--- config.mk ---
export PLATFORM = sky130hd
export DESIGN_NAME = spc_ctrl
export DESIGN_NICKNAME = d
export VERILOG_FILES = /design/src/spc_pkg.sv /design/src/spc_ctrl.sv /design/src/spc_clock_tick.sv /design/src/spc_slot_tap.sv
export VERILOG_INCLUDE_DIRS = /design/src /design/src/src
export SDC_FILE = /design/constraint.sdc
export NUM_CORES = 1
export LEC_CHECK = 0
export BUFFER_PORTS_ARGS = -buffer_cell sky130_fd_sc_hd__buf_4
export CAP_MARGIN = 15
export CORE_ASPECT_RATIO = 0.9
export CORE_MARGIN = 4
export CORE_UTILIZATION = 51
export DETAILED_ROUTE_END_ITERATION = 8
export GPL_TIMING_DRIVEN = 0
export PLACE_DENSITY_LB_ADDON = 0.25
export SYNTH_ARGS = -nofsm -noshare
export SYNTH_HDL_FRONTEND = slang
export SYNTH_SLANG_ARGS = --single-unit
--- constraint.sdc ---
create_clock -name clock_i -period 2.1 [get_ports clock_i]
set_clock_uncertainty 0.1 [all_clocks]
set_input_delay 0.42 -clock clock_i [delete_from_list [all_inputs] [get_ports clock_i]]
set_output_delay 0.42 -clock clock_i [all_outputs]
set_load 0.03 [all_outputs]
--- src/spc_params.svh ---
// Constants for the serial port operation and slot control block.
// Behaviour
// - Far-end loop returns received data outward
// - Near-end loop feeds transmit into receiver
// - Receiver takes data only while enabled
// - Transmitter sends on selected pins, else drains
// - Receiver reset bit gives one internal pulse
// - Transmitter reset pulses, clears underrun, sets empty
// - Transmit reset clears done (HDLC), sets (transparent)
// - Both reset bits restore defaults, no float
// - Float bit holds outputs off until read
// - Low-power bit stops the internal data clock
// - Six-bit transmit slot number, 0 to 63
// - Pin B data unless pin-17 function overrides
// - Pin A enable drives transmit data
// - Both pins carry same byte, same slot
// - Six-bit receive slot number, 0 to 63
// - Receive pin select: 0 pin A, 1 pin B
// - Pin-21 function: data B, clocked by transmit clock
// - Pin-17 function: slot strobe, data only on A
`ifndef SPC_PARAMS_SVH
`define SPC_PARAMS_SVH

// ----------------------------------------------------------------
// Register offsets on the host bus.
// ----------------------------------------------------------------
`define SPC_OFS_OP_CTRL   5'h06
`define SPC_OFS_TX_SLOT   5'h07
`define SPC_OFS_RX_SLOT   5'h08

// ----------------------------------------------------------------
// Operation control field positions.
// ----------------------------------------------------------------
`define SPC_OP_LOOP_FAR   0
`define SPC_OP_LOOP_NEAR  1
`define SPC_OP_RX_EN      2
`define SPC_OP_TX_EN      3
`define SPC_OP_RX_RST     4
`define SPC_OP_TX_RST     5
`define SPC_OP_FLOAT      6
`define SPC_OP_LOW_POWER  7

// ----------------------------------------------------------------
// Slot control field positions.
// ----------------------------------------------------------------
`define SPC_SLOT_LSB      0
`define SPC_SLOT_MSB      5
`define SPC_TX_PIN_B_EN   6
`define SPC_TX_PIN_A_EN   7
`define SPC_RX_HALF_RATE  6
`define SPC_RX_PIN_SEL    7

// ----------------------------------------------------------------
// Reset values.
// ----------------------------------------------------------------
`define SPC_RST_OP_CTRL   8'h00
`define SPC_RST_TX_SLOT   8'h00
`define SPC_RST_RX_SLOT   8'h00

`endif

--- src/spc_pkg.sv ---
// Types shared by the serial port operation and slot control files.
package spc_pkg;
	typedef logic [7:0] spc_byte_t;   // One register or data byte.
	typedef logic [4:0] spc_addr_t;   // Host register address.
	typedef logic [5:0] spc_slot_t;   // Time slot number.
endpackage : spc_pkg

--- src/spc_ctrl.sv ---
// Operation control and time-slot selection for an HDLC serial port.
`timescale 1ns/1ps
`default_nettype none
`include "spc_params.svh"
module spc_ctrl
	import spc_pkg::*;
(
	input  wire logic      clock_i,              // 40 MHz system clock.
	input  wire logic      sys_rst_i,            // Synchronous reset.
	input  wire logic      ce_i,                 // Clock enable.
	// Host parallel bus.
	input  wire logic      cs_n_i,               // Chip select, active low.
	input  wire logic      rd_n_i,               // Read strobe, active low.
	input  wire logic      wr_n_i,               // Write strobe, active low.
	input  wire spc_addr_t addr_i,               // Register address.
	input  wire spc_byte_t wdata_i,              // Write data.
	output spc_byte_t      rdata_o,              // Read data.
	output logic           rdata_oe_n_o,         // Read data enable, low drives.
	// Controls held elsewhere in the device.
	input  wire logic      pin17_function_i,     // Pin 17 is slot strobe.
	input  wire logic      pin21_function_i,     // Pin 21 is receive data B.
	input  wire logic      tdm_highway_on_i,     // Highway mode on.
	input  wire logic      transparent_mode_i,   // No HDLC framing.
	// Serial highway.
	input  wire logic      tx_serial_clock_i,    // Transmit serial clock.
	input  wire logic      pin21_i,              // Receive clock or data B.
	input  wire logic      frame_sync_i,         // Frame sync.
	input  wire logic      rx_pin_a_i,           // Receive data A.
	output logic           tx_pin_a_o,           // Transmit data A.
	output logic           tx_pin_a_oe_n_o,      // Pin A enable, low drives.
	output logic           pin17_o,              // Data B or slot strobe.
	output logic           pin17_oe_n_o,         // Pin 17 enable, low drives.
	// HDLC engine side.
	input  wire logic      tx_bit_i,             // Next transmit bit.
	output logic           tx_bit_take_o,        // Transmit bit consumed.
	output logic           rx_bit_o,             // Received bit.
	output logic           rx_bit_valid_o,       // Received bit strobe.
	output logic           rx_reset_pulse_o,     // Receiver reset.
	output logic           tx_reset_pulse_o,     // Transmitter reset.
	output logic           tx_finished_set_o,    // Set done flag.
	output logic           tx_finished_clr_o,    // Clear done flag.
	output logic           regs_default_o,       // Restore all registers.
	output logic           low_power_o           // Data clock stopped.
);
	// ----------------------------------------------------------------
	// Register state.
	// ----------------------------------------------------------------
	spc_byte_t op_ctrl;                // Operation control, reset bits zero.
	spc_byte_t tx_slot_control;        // Transmit slot and pin enables.
	spc_byte_t rx_slot_control;        // Receive slot, rate and pin select.
	logic      wr_seen_q;              // Write strobe seen last cycle.
	logic      rx_rst_q;               // Registered receiver reset pulse.
	logic      tx_rst_q;               // Registered transmitter reset pulse.
	logic      all_rst_q;              // Registered restore-defaults pulse.
	spc_byte_t next_op_ctrl;
	spc_byte_t next_tx_slot_control;
	spc_byte_t next_rx_slot_control;
	logic      next_wr_seen;
	logic      next_rx_rst;
	logic      next_tx_rst;
	logic      next_all_rst;
	logic      wr_take;                // One write taken this cycle.
	logic      rd_seen;                // Select and read both low.

	// A write is taken on the first cycle of the strobe, so a long
	// strobe cannot fire the reset pulses more than once.
	always_comb
	begin
		rd_seen              = ~cs_n_i & ~rd_n_i;
		next_wr_seen         = ~cs_n_i & ~wr_n_i;
		wr_take              = next_wr_seen & ~wr_seen_q;
		next_op_ctrl         = op_ctrl;
		next_tx_slot_control = tx_slot_control;
		next_rx_slot_control = rx_slot_control;
		next_rx_rst          = 1'b0;
		next_tx_rst          = 1'b0;
		next_all_rst         = 1'b0;
		if (rd_seen)
			next_op_ctrl[`SPC_OP_FLOAT] = 1'b0;
		if (wr_take)
		begin
			if (addr_i == `SPC_OFS_OP_CTRL)
			begin
				next_op_ctrl = wdata_i;
				next_op_ctrl[`SPC_OP_RX_RST] = 1'b0;
				next_op_ctrl[`SPC_OP_TX_RST] = 1'b0;
				next_rx_rst = wdata_i[`SPC_OP_RX_RST];
				next_tx_rst = wdata_i[`SPC_OP_TX_RST];
				if (wdata_i[`SPC_OP_RX_RST] & wdata_i[`SPC_OP_TX_RST])
				begin
					next_all_rst         = 1'b1;
					next_op_ctrl         = `SPC_RST_OP_CTRL;
					next_tx_slot_control = `SPC_RST_TX_SLOT;
					next_rx_slot_control = `SPC_RST_RX_SLOT;
				end
			end
			else if (addr_i == `SPC_OFS_TX_SLOT)
				next_tx_slot_control = wdata_i;
			else if (addr_i == `SPC_OFS_RX_SLOT)
				next_rx_slot_control = wdata_i;
		end
	end

	// Registers only; the clock enable freezes the whole bank.
	always_ff @(posedge clock_i)
	begin
		if (sys_rst_i)
		begin
			op_ctrl         <= `SPC_RST_OP_CTRL;
			tx_slot_control <= `SPC_RST_TX_SLOT;
			rx_slot_control <= `SPC_RST_RX_SLOT;
			wr_seen_q       <= 1'b0;
			rx_rst_q        <= 1'b0;
			tx_rst_q        <= 1'b0;
			all_rst_q       <= 1'b0;
		end
		else if (ce_i)
		begin
			op_ctrl         <= next_op_ctrl;
			tx_slot_control <= next_tx_slot_control;
			rx_slot_control <= next_rx_slot_control;
			wr_seen_q       <= next_wr_seen;
			rx_rst_q        <= next_rx_rst;
			tx_rst_q        <= next_tx_rst;
			all_rst_q       <= next_all_rst;
		end
	end

	// ----------------------------------------------------------------
	// Decoded controls.
	// ----------------------------------------------------------------
	logic      floating;               // All outputs held off.
	logic      pin_b_data;             // Pin 17 carries data B.
	logic      rx_from_b;              // Receiver listens on pin 21.
	logic      rx_clk_level;           // Serial clock seen by the receiver.
	logic      tx_tick;                // Transmit bit tick.
	logic      rx_tick;                // Receive bit tick.
	logic      tx_in_slot;             // Transmit slot is current.
	logic      rx_in_slot;             // Receive slot is current.
	logic      rx_line_bit;            // Bit from the selected receive pin.

	always_comb
	begin
		floating     = op_ctrl[`SPC_OP_FLOAT];
		pin_b_data   = tx_slot_control[`SPC_TX_PIN_B_EN] & ~pin17_function_i;
		rx_from_b    = rx_slot_control[`SPC_RX_PIN_SEL];
		rx_clk_level = pin21_function_i ? tx_serial_clock_i : pin21_i;
		if (op_ctrl[`SPC_OP_LOOP_NEAR])
			rx_clk_level = tx_serial_clock_i;
		rx_line_bit  = rx_from_b ? pin21_i : rx_pin_a_i;
	end

	// ----------------------------------------------------------------
	// Bit ticks and slot position, one pair per direction.
	// ----------------------------------------------------------------
	// low power stops clock
	spc_clock_tick u_tx_tick (
		.clock_i      (clock_i),
		.sys_rst_i    (sys_rst_i),
		.ce_i         (ce_i),
		.serial_clk_i (tx_serial_clock_i),
		.half_rate_i  (rx_slot_control[`SPC_RX_HALF_RATE]),
		.stop_i       (op_ctrl[`SPC_OP_LOW_POWER]),
		.tick_o       (tx_tick)
	);

	spc_clock_tick u_rx_tick (
		.clock_i      (clock_i),
		.sys_rst_i    (sys_rst_i),
		.ce_i         (ce_i),
		.serial_clk_i (rx_clk_level),
		.half_rate_i  (rx_slot_control[`SPC_RX_HALF_RATE]),
		.stop_i       (op_ctrl[`SPC_OP_LOW_POWER]),
		.tick_o       (rx_tick)
	);

	spc_slot_tap u_tx_slot (
		.clock_i   (clock_i),
		.sys_rst_i (sys_rst_i),
		.ce_i      (ce_i),
		.clear_i   (tx_rst_q),
		.tick_i    (tx_tick),
		.frame_i   (frame_sync_i),
		.slot_i    (tx_slot_control[`SPC_SLOT_MSB:`SPC_SLOT_LSB]),
		.in_slot_o (tx_in_slot)
	);

	spc_slot_tap u_rx_slot (
		.clock_i   (clock_i),
		.sys_rst_i (sys_rst_i),
		.ce_i      (ce_i),
		.clear_i   (rx_rst_q),
		.tick_i    (rx_tick),
		.frame_i   (frame_sync_i),
		.slot_i    (rx_slot_control[`SPC_SLOT_MSB:`SPC_SLOT_LSB]),
		.in_slot_o (rx_in_slot)
	);

	// ----------------------------------------------------------------
	// Serial data path, all outputs from flip-flops except the bit take and the bus read enable.
	// ----------------------------------------------------------------
	logic      line_bit_q;             // Last bit from the receive pin.
	logic      tx_out_q;               // Bit on the transmit pins.
	logic      pin_a_on_q;             // Pin A driving.
	logic      pin_b_on_q;             // Pin 17 driving data B.
	logic      strobe_q;               // Slot strobe level on pin 17.
	logic      rx_bit_q;
	logic      rx_valid_q;
	spc_byte_t rdata_q;
	logic      next_line_bit;
	logic      next_tx_out;
	logic      next_pin_a_on;
	logic      next_pin_b_on;
	logic      next_strobe;
	logic      next_rx_bit;
	logic      next_rx_valid;
	spc_byte_t next_rdata;
	logic      tx_active;              // Transmitter enabled, slot current.
	logic      tx_stream;              // Bit headed for the pins.

	always_comb
	begin
		tx_active     = op_ctrl[`SPC_OP_TX_EN] & tx_in_slot;
		tx_stream     = op_ctrl[`SPC_OP_LOOP_FAR] ? line_bit_q : tx_bit_i;
		next_line_bit = rx_tick ? rx_line_bit : line_bit_q;
		next_tx_out   = tx_tick ? tx_stream : tx_out_q;
		tx_bit_take_o = tx_tick & tx_active & ~op_ctrl[`SPC_OP_LOOP_FAR];
		next_pin_a_on = tx_active & tx_slot_control[`SPC_TX_PIN_A_EN];
		next_pin_b_on = tx_active & pin_b_data;
		next_strobe   = tdm_highway_on_i & tx_in_slot;
		next_rx_bit   = rx_bit_q;
		next_rx_valid = 1'b0;
		if (rx_tick & rx_in_slot & op_ctrl[`SPC_OP_RX_EN] & ~rx_rst_q)
		begin
			next_rx_valid = 1'b1;
			next_rx_bit   = op_ctrl[`SPC_OP_LOOP_NEAR] ? tx_out_q : rx_line_bit;
		end
		// Reserved addresses read as zero.
		next_rdata = 8'h00;
		if (addr_i == `SPC_OFS_OP_CTRL)
			next_rdata = op_ctrl;
		else if (addr_i == `SPC_OFS_TX_SLOT)
			next_rdata = tx_slot_control;
		else if (addr_i == `SPC_OFS_RX_SLOT)
			next_rdata = rx_slot_control;
	end

	// Registers only.
	always_ff @(posedge clock_i)
	begin
		if (sys_rst_i)
		begin
			line_bit_q <= 1'b1;
			tx_out_q   <= 1'b1;
			pin_a_on_q <= 1'b0;
			pin_b_on_q <= 1'b0;
			strobe_q   <= 1'b0;
			rx_bit_q   <= 1'b0;
			rx_valid_q <= 1'b0;
			rdata_q    <= 8'h00;
		end
		else if (ce_i)
		begin
			line_bit_q <= next_line_bit;
			tx_out_q   <= next_tx_out;
			pin_a_on_q <= next_pin_a_on;
			pin_b_on_q <= next_pin_b_on;
			strobe_q   <= next_strobe;
			rx_bit_q   <= next_rx_bit;
			rx_valid_q <= next_rx_valid;
			rdata_q    <= next_rdata;
		end
	end

	// ----------------------------------------------------------------
	// Outputs.
	// ----------------------------------------------------------------
	// The bus enable is combinational so the byte appears while the
	// strobe is low; the data itself is registered one cycle earlier.
	always_comb
	begin
		rdata_o           = rdata_q;
		rdata_oe_n_o      = ~(rd_seen & ~floating);
		tx_pin_a_o        = tx_out_q;
		tx_pin_a_oe_n_o   = ~(pin_a_on_q & ~floating);
		pin17_o           = pin17_function_i ? strobe_q : tx_out_q;
		pin17_oe_n_o      = ~((pin17_function_i | pin_b_on_q) & ~floating);
		rx_bit_o          = rx_bit_q;
		rx_bit_valid_o    = rx_valid_q;
		rx_reset_pulse_o  = rx_rst_q;
		tx_reset_pulse_o  = tx_rst_q;
		tx_finished_set_o = tx_rst_q & transparent_mode_i;
		tx_finished_clr_o = tx_rst_q & ~transparent_mode_i;
		regs_default_o    = all_rst_q;
		low_power_o       = op_ctrl[`SPC_OP_LOW_POWER];
	end
endmodule : spc_ctrl
`default_nettype wire

--- src/spc_clock_tick.sv ---
// Edge detector turning a sampled serial clock into one-cycle ticks.
`timescale 1ns/1ps
`default_nettype none
module spc_clock_tick
	import spc_pkg::*;
(
	input  wire logic clock_i,       // System clock.
	input  wire logic sys_rst_i,     // Synchronous reset, active high.
	input  wire logic ce_i,          // Clock enable.
	input  wire logic serial_clk_i,  // Serial clock level, synchronous input.
	input  wire logic half_rate_i,   // Pass only every second edge.
	input  wire logic stop_i,        // Low-power stop of the data clock.
	output logic      tick_o         // One-cycle pulse per usable edge.
);
	// ----------------------------------------------------------------
	// Edge detection and divide-by-two.
	// ----------------------------------------------------------------
	logic prev_q;       // Serial clock one cycle ago.
	logic phase_q;      // Toggles on each rising edge for half rate.
	logic next_prev;
	logic next_phase;
	logic rise;         // Rising edge seen this cycle.

	// The edge is gated by the stop level so no tick leaves in low power.
	always_comb
	begin
		rise       = serial_clk_i & ~prev_q & ~stop_i;
		next_prev  = serial_clk_i;
		next_phase = rise ? ~phase_q : phase_q;
		tick_o     = rise & (~half_rate_i | phase_q);
	end

	// Registers only; the clock enable freezes both.
	always_ff @(posedge clock_i)
	begin
		if (sys_rst_i)
		begin
			prev_q  <= 1'b0;
			phase_q <= 1'b0;
		end
		else if (ce_i)
		begin
			prev_q  <= next_prev;
			phase_q <= next_phase;
		end
	end
endmodule : spc_clock_tick
`default_nettype wire

--- src/spc_slot_tap.sv ---
// Bit and slot counter that flags the selected time slot of a frame.
`timescale 1ns/1ps
`default_nettype none
module spc_slot_tap
	import spc_pkg::*;
(
	input  wire logic      clock_i,     // System clock.
	input  wire logic      sys_rst_i,   // Synchronous reset, active high.
	input  wire logic      ce_i,        // Clock enable.
	input  wire logic      clear_i,     // Side reset pulse.
	input  wire logic      tick_i,      // One pulse per serial bit.
	input  wire logic      frame_i,     // Frame sync level.
	input  wire spc_slot_t slot_i,      // Selected slot number.
	output logic           in_slot_o    // Current bit lies in the slot.
);
	// ----------------------------------------------------------------
	// Position counter: slot in the upper bits, bit in the lower three.
	// ----------------------------------------------------------------
	logic [8:0] pos_q;      // Bit position since frame sync.
	logic [8:0] next_pos;

	// Frame sync seen on a tick restarts the count at bit zero.
	always_comb
	begin
		next_pos = pos_q;
		if (clear_i)
			next_pos = 9'h000;
		else if (tick_i)
			next_pos = frame_i ? 9'h000 : 9'(pos_q + 9'h001);
		in_slot_o = (pos_q[8:3] == slot_i);
	end

	// Registers only.
	always_ff @(posedge clock_i)
	begin
		if (sys_rst_i)
			pos_q <= 9'h000;
		else if (ce_i)
			pos_q <= next_pos;
	end
endmodule : spc_slot_tap
`default_nettype wire

# --- After elaboration in Yosys (flattened, before gate mapping) ---
# Index checks and enable logic that the tools add are counted.
totals:
  out_inout_bits: 22
  mem_bits_ro: 0
  word_cells: 124
  latch_bits: 0
  inputBits: 28
  mem_bits_rw: 0
  mem_count: 0
  ff_bits: 65
classes:
  bitwise: 46
  muxes: 33
  n_addsub: 2
  n_lt_le_gt_ge: 0
  shifts: 0
  eq_ne: 7
  n_reduce_logical: 14
  div_mod_pow: 0
  multipliers: 0
ops:
  columns: ["cell", "n"]
  rows:
  - ["8-bit two-way mux", 10]
  - ["9-bit two-way mux", 6]
  - ["1-bit AND", 25]
  - ["9-bit by 1-bit adder with 9-bit output, second input constant", 2]
  - ["1-bit NOT", 18]
  - ["1-bit two-way mux", 15]
  - ["7-bit two-way mux", 2]
  - ["2-bit AND reduction", 7]
  - ["6-bit == test", 2]
  - ["5-bit by 3-bit == test with 1-bit output, second input constant", 2]
  - ["2-bit nonzero test", 4]
  - ["5-bit by 4-bit == test with 1-bit output, second input constant", 1]
  - ["5-bit AND reduction", 1]
  - ["4-bit AND reduction", 1]
  - ["1-bit OR", 3]
  - ["3-bit AND reduction", 1]
  - ["2-bit by 1-bit != test with 1-bit output, second input constant", 1]
  - ["2-bit != test, second input constant", 1]

# --- Logic depth before layout (Yosys ltp) ---
logic_depth:
  ltp_word: 9
  mapped_depth: 6
  ltp_nobuf: 4

# --- Hierarchy ---
# A second synthesis with hierarchy kept.
hier_totals:
  cells_unflattened: 358
  area_unflattened_um2: 3083.0
by_module_without_submodules:
  columns: ["module", "area_per_inst_um2", "seq_area_each_um2", "cells_each", "instances"]
  rows:
  - ["spc_ctrl", 1893.1, 820.8, 224, 1]
  - ["spc_slot_tap at u_tx_slot", 494.2, 180.2, 57, 1]
  - ["spc_slot_tap at u_rx_slot", 483.0, 180.2, 57, 1]
  - ["spc_clock_tick", 106.4, 40.0, 10, 2]

# --- Worst setup path before layout ---
# No wires, ideal clock.
synth_timing:
  kind: "register to output"
  start: "register u_tx_slot.pos_q[3]"
  end: "output tx_bit_take_o"
  stages_incl_launch_ff: 5
  arrival_time_ps: 1743
  path_buffers: 0
  path_slack_ps: -163
  required_ps: 1580
  path_cell_list: "dfxtp_1 -> xor2_1 -> nor4_1 -> nand3_1 -> nor3_1"
synth_via:
  elab_chain_cells: 4
synth_lines:
  columns: ["item", "line", "source"]
  rows:
  - ["start: declaration", "spc_slot_tap.sv:19", "logic [8:0] pos_q;"]
  - ["start signal: assignment", "spc_slot_tap.sv:39", "pos_q <= next_pos;"]
  - ["6-bit == test", "spc_slot_tap.sv:30", "in_slot_o = (pos_q[8:3] == slot_i);"]
  - ["1-bit AND", "spc_ctrl.sv:223", "tx_active = op_ctrl[`SPC_OP_TX_EN] & tx_in_slot;"]
  - ["1-bit AND (2 in a row)", "spc_ctrl.sv:227", "tx_bit_take_o = tx_tick & tx_active & ~op_ctrl[`SPC_OP_LOOP_FAR];"]
  - ["end: declaration", "spc_ctrl.sv:35", "output logic tx_bit_take_o,"]
# Every way passes these cells.

# --- Worst setup path in the final report ---
# Ends and elaborated chain as after synthesis.

==> impl_metrics.csv <==
group,metric,value,unit
route,routed_length_per_instance,18.6,µm
power,power.combinational.fraction,10.7,%
job,maxCapViolations,0,
timing,finalCritPeriodShare,107,%
synth,synth-warning-count,0,
clock_tree,cts.htree.levels,3,
worst_setup_path,crit_path_end_kind,"output pin",
layout,fin_area,3890,µm²
timing,finalCriticalPeriod,2.24,ns
worst_setup_path,cpLargestDelayFamily,"simple AND/OR/NAND/NOR gates",
synth,synth.ff_latch_count,63,
synth,mappedNetlistArea,3140,µm²
outcome,failed_checks,"setup timing",
global_route,vias_in_the_first_global_route,2921,
clock_tree,tritoncts,"built",
global_route,antenna_found_initial,0,
worst_setup_path,worst_ep_required,1.58,ns
floorplan,design.core.area,5820,µm²
worst_setup_path,critPathKind,"reg -> out",
placement,routabilityCongestion,0.932,
worst_setup_path,critical_path.startpoint_type,"flop",
timing,report.final.hold_viol_count,0,
clock_tree,clkTransAtPathRegs,0.07,ns
floorplan,die_width,90.7,µm
floorplan,io-pin-count,50,
power,max-vdd-ir-drop,359,µV
layout,nFillCells,503,
timing,final.hold.worst_slack,0.228,ns
layout,num-nets-final,467,
worst_setup_path,crit-reg2reg-launch,"op_ctrl[1]",
synth,synth_nets,401,
synth,ys_types,53,
timing,timing.setup.tns,-0.139,ns
timing,max_slew.worst_pin.slew,0.715,ns
power,powerDensity,616,nW/µm²
placement,detailed_place.area,3600,µm²
clock_tree,tritoncts.num_buffers,9,
hold_path,hp-class,"in -> reg",
route,drt-pass1-iter-count,5,
global_route,grt_max_degree,11,
power,swShare,25.5,%
power,power.sequential.fraction,51.1,%
floorplan,die_area,7480,µm²
hold_path,min-delay-start,"wdata_i[6]",
synth,yosys_most_used_dff,"sky130_fd_sc_hd__dfxtp_1",
synth,asyncSetResetFlopFracSynth,0,%
worst_setup_path,highest_fanout_seen_on_the_critical_path,7,
power,power.share.clock,38.2,%
layout,layout-drive-gt1-share,21.1,%
worst_setup_path,critical_path_origin,"u_tx_slot.pos_q[3]",
synth,synth.avg_cell_area,8.47,µm²
power,intPower,1.79,mW
layout,fin_util,66.8,%
worst_setup_path,path_cells,"xor2_1 > nor4_2 > nand3_1 > nor3_2 > buf_4",
route,drt_first_iter_violations,269,
timing,final-max-slew-violation-count,0,
route,vias_per_cell,6.34,
worst_setup_path,cpPeakStageDelay,0.36,ns
timing,timing.slew.headroom,51.7,%
placement,place.detailed.instances,490,
worst_setup_path,crit_arrival,1.72,ns
floorplan,initial_utilization,54.0,%
global_route,grt_overflow,0,
clock_tree,cts.sinks,63,
clock_tree,clock_tree.root_cell,"sky130_fd_sc_hd__clkbuf_8",
placement,detailed_placement_hpwl,6660,µm
floorplan,die_height,82.5,µm
global_route,global_route_wire_length_before_repair,15000,µm
timing,setup_viol_count_final,1,
global_route,track_usage,25.6,%
clock_tree,clk_path_buf_depth,2,
worst_setup_path,cp.buffers_inverters,1,
floorplan,fp-row-count,26,
worst_setup_path,critPathSlowestCell,"sky130_fd_sc_hd__dfxtp_2",
clock_tree,cts_hold_buffers,0,
route,route.final.wire_length,9460,µm
synth,synth-seq-area-share,40.1,%
timing,post-route-worst-setup-slack,-0.139,ns
route,dr_total_vias,3232,
timing,timing.fmax,447,MHz
route,ant_nets,0,
layout,antenna_cells_inserted,0,
synth,gate_count_after_technology_mapping,371,
synth,synth-edff-count,0,
outcome,run_status,"finished with violations",
clock_tree,worstSkewPairLatency,0.34,ns
power,leakage_power_summed_over_all_cells,1.40,nW
route,drc,0,
timing,rsz0062_at_grt,"yes",
power,power.switching,0.611,mW
placement,portBuffers,49,
layout,stdcell_count,510,
layout,areaGrowthSynthToFinish,23.9,%
## registers in the layout (all words and copies together), names as in the netlist, 6 cells and up
signal           flops
u_rx_slot.pos_q      9
u_tx_slot.pos_q      9
rdata_o              8
rx_slot_control      8
tx_slot_control      8
op_ctrl              6
## final timing paths
check                  endpoint  slack (ns)  cells past startpoint
min          rx_slot_control[6]        0.23                      2
max               tx_bit_take_o       -0.14                      5
min reg2reg          rdata_o[7]        0.36                      2
max reg2reg  u_rx_slot.pos_q[7]        0.01                      5
## kinds of logic after synthesis
logic type / Yosys count / synth area share (%)
AO/OA/AOI/OAI: 108 / 22.9
XOR/XNOR: 14 / 3.90
adder cells (fa/ha/maj): 2 / 0.796
buffers and inverters: 29 / 3.70
flip-flops: 63 / 40.1
multiplexers: 11 / 3.58
AND/OR/NAND/NOR: 144 / 24.9
## cells in the mapped netlist, types with 7 or more instances
library cell,n,area share (%)
sky130_fd_sc_hd__dfxtp_1,63,40
sky130_fd_sc_hd__a21oi_1,46,7.3
sky130_fd_sc_hd__nand2_1,42,5.0
sky130_fd_sc_hd__nand3_1,29,4.6
sky130_fd_sc_hd__clkbuf_1,17,2.0
sky130_fd_sc_hd__a32o_1,16,5.1
sky130_fd_sc_hd__o211ai_1,15,3.6
sky130_fd_sc_hd__nand2b_1,12,2.4
sky130_fd_sc_hd__nor2_1,11,1.3
sky130_fd_sc_hd__mux2i_1,9,2.9
sky130_fd_sc_hd__o21ai_0,9,1.4
sky130_fd_sc_hd__inv_1,8,0.96
sky130_fd_sc_hd__or4_1,8,1.9
sky130_fd_sc_hd__xnor2_1,7,2.0
sky130_fd_sc_hd__xor2_1,7,2.0
## timing repair
action | in CTS | in global routing
resized for setup | 9 | 14
buffers inserted | 6 | 1
endpoints found under the setup margin | 19 | 30
pin swaps | 8 | 5
## per-layer routing
metal,track usage [%],vias up,wire (µm)
met3,7.97,20,829
met1,33.7,1544,4270
met5,0,-,0
met4,8.56,0,208
met2,40.4,143,4160
li1,-,1525,-
## power by group through the flow
stage	logic, mW	registers [mW]	clock network [mW]
CTS	0.241	1.23	0.921
global placement	0.231	1.25	0
finish	0.256	1.23	0.916
global route	0.277	1.23	0.967
floorplan	0.126	1.25	0
detailed placement	0.236	1.25	0
## worst register-to-register path, stage by stage (launching register included)
cell and delay, ns:
sky130_fd_sc_hd__dfxtp_4 0.36, sky130_fd_sc_hd__or3b_4 0.41, sky130_fd_sc_hd__a2111o_1 0.42, sky130_fd_sc_hd__buf_6 0.15, sky130_fd_sc_hd__or4_1 0.46, sky130_fd_sc_hd__a31oi_1 0.13
## per-stage QoR
stage	setup slack, ns	power [mW]
after floorplan	-0.0360	1.38
after global routing	-0.260	2.47
after detailed placement	-0.333	1.49
after CTS	-0.111	2.39
after global placement	-0.356	1.48
final	-0.139	2.40
## layout make-up
| type | instances | area (µm²) | area share, % |
|---|---|---|---|
| clock buffers | 13 | 159 | 4.08 |
| repair buffers | 56 | 420 | 10.8 |
| flip-flops and latches | 63 | 1270 | 32.6 |
| inverters | 9 | 33.8 | 0.868 |
| clock inverters | 1 | 5.00 | 0.129 |
| multi-input cells | 279 | 1830 | 47.1 |
| well taps | 70 | 87.6 | 2.25 |
| plain buffers | 19 | 82.6 | 2.12 |
## cell usage in the layout (no fill, tap or decap), types with 4 or more instances in the layout
cell type	count
sky130_fd_sc_hd__dfxtp_1	58
sky130_fd_sc_hd__buf_4	57
sky130_fd_sc_hd__a21oi_1	43
sky130_fd_sc_hd__nand2_1	42
sky130_fd_sc_hd__nand3_1	29
sky130_fd_sc_hd__clkbuf_1	17
sky130_fd_sc_hd__a32o_1	16
sky130_fd_sc_hd__o211ai_1	15
sky130_fd_sc_hd__nor2_1	11
sky130_fd_sc_hd__nand2b_1	11
sky130_fd_sc_hd__clkbuf_8	11
sky130_fd_sc_hd__mux2i_1	9
sky130_fd_sc_hd__inv_1	8
sky130_fd_sc_hd__xor2_1	7
sky130_fd_sc_hd__xnor2_1	7
sky130_fd_sc_hd__or4_1	7
sky130_fd_sc_hd__o21ai_0	7
sky130_fd_sc_hd__nand4_1	6
sky130_fd_sc_hd__o31ai_1	6
sky130_fd_sc_hd__and3_1	5
sky130_fd_sc_hd__or3_1	4
sky130_fd_sc_hd__nor3_1	4
sky130_fd_sc_hd__dfxtp_2	4
Power figures use the tool's default switching activity.
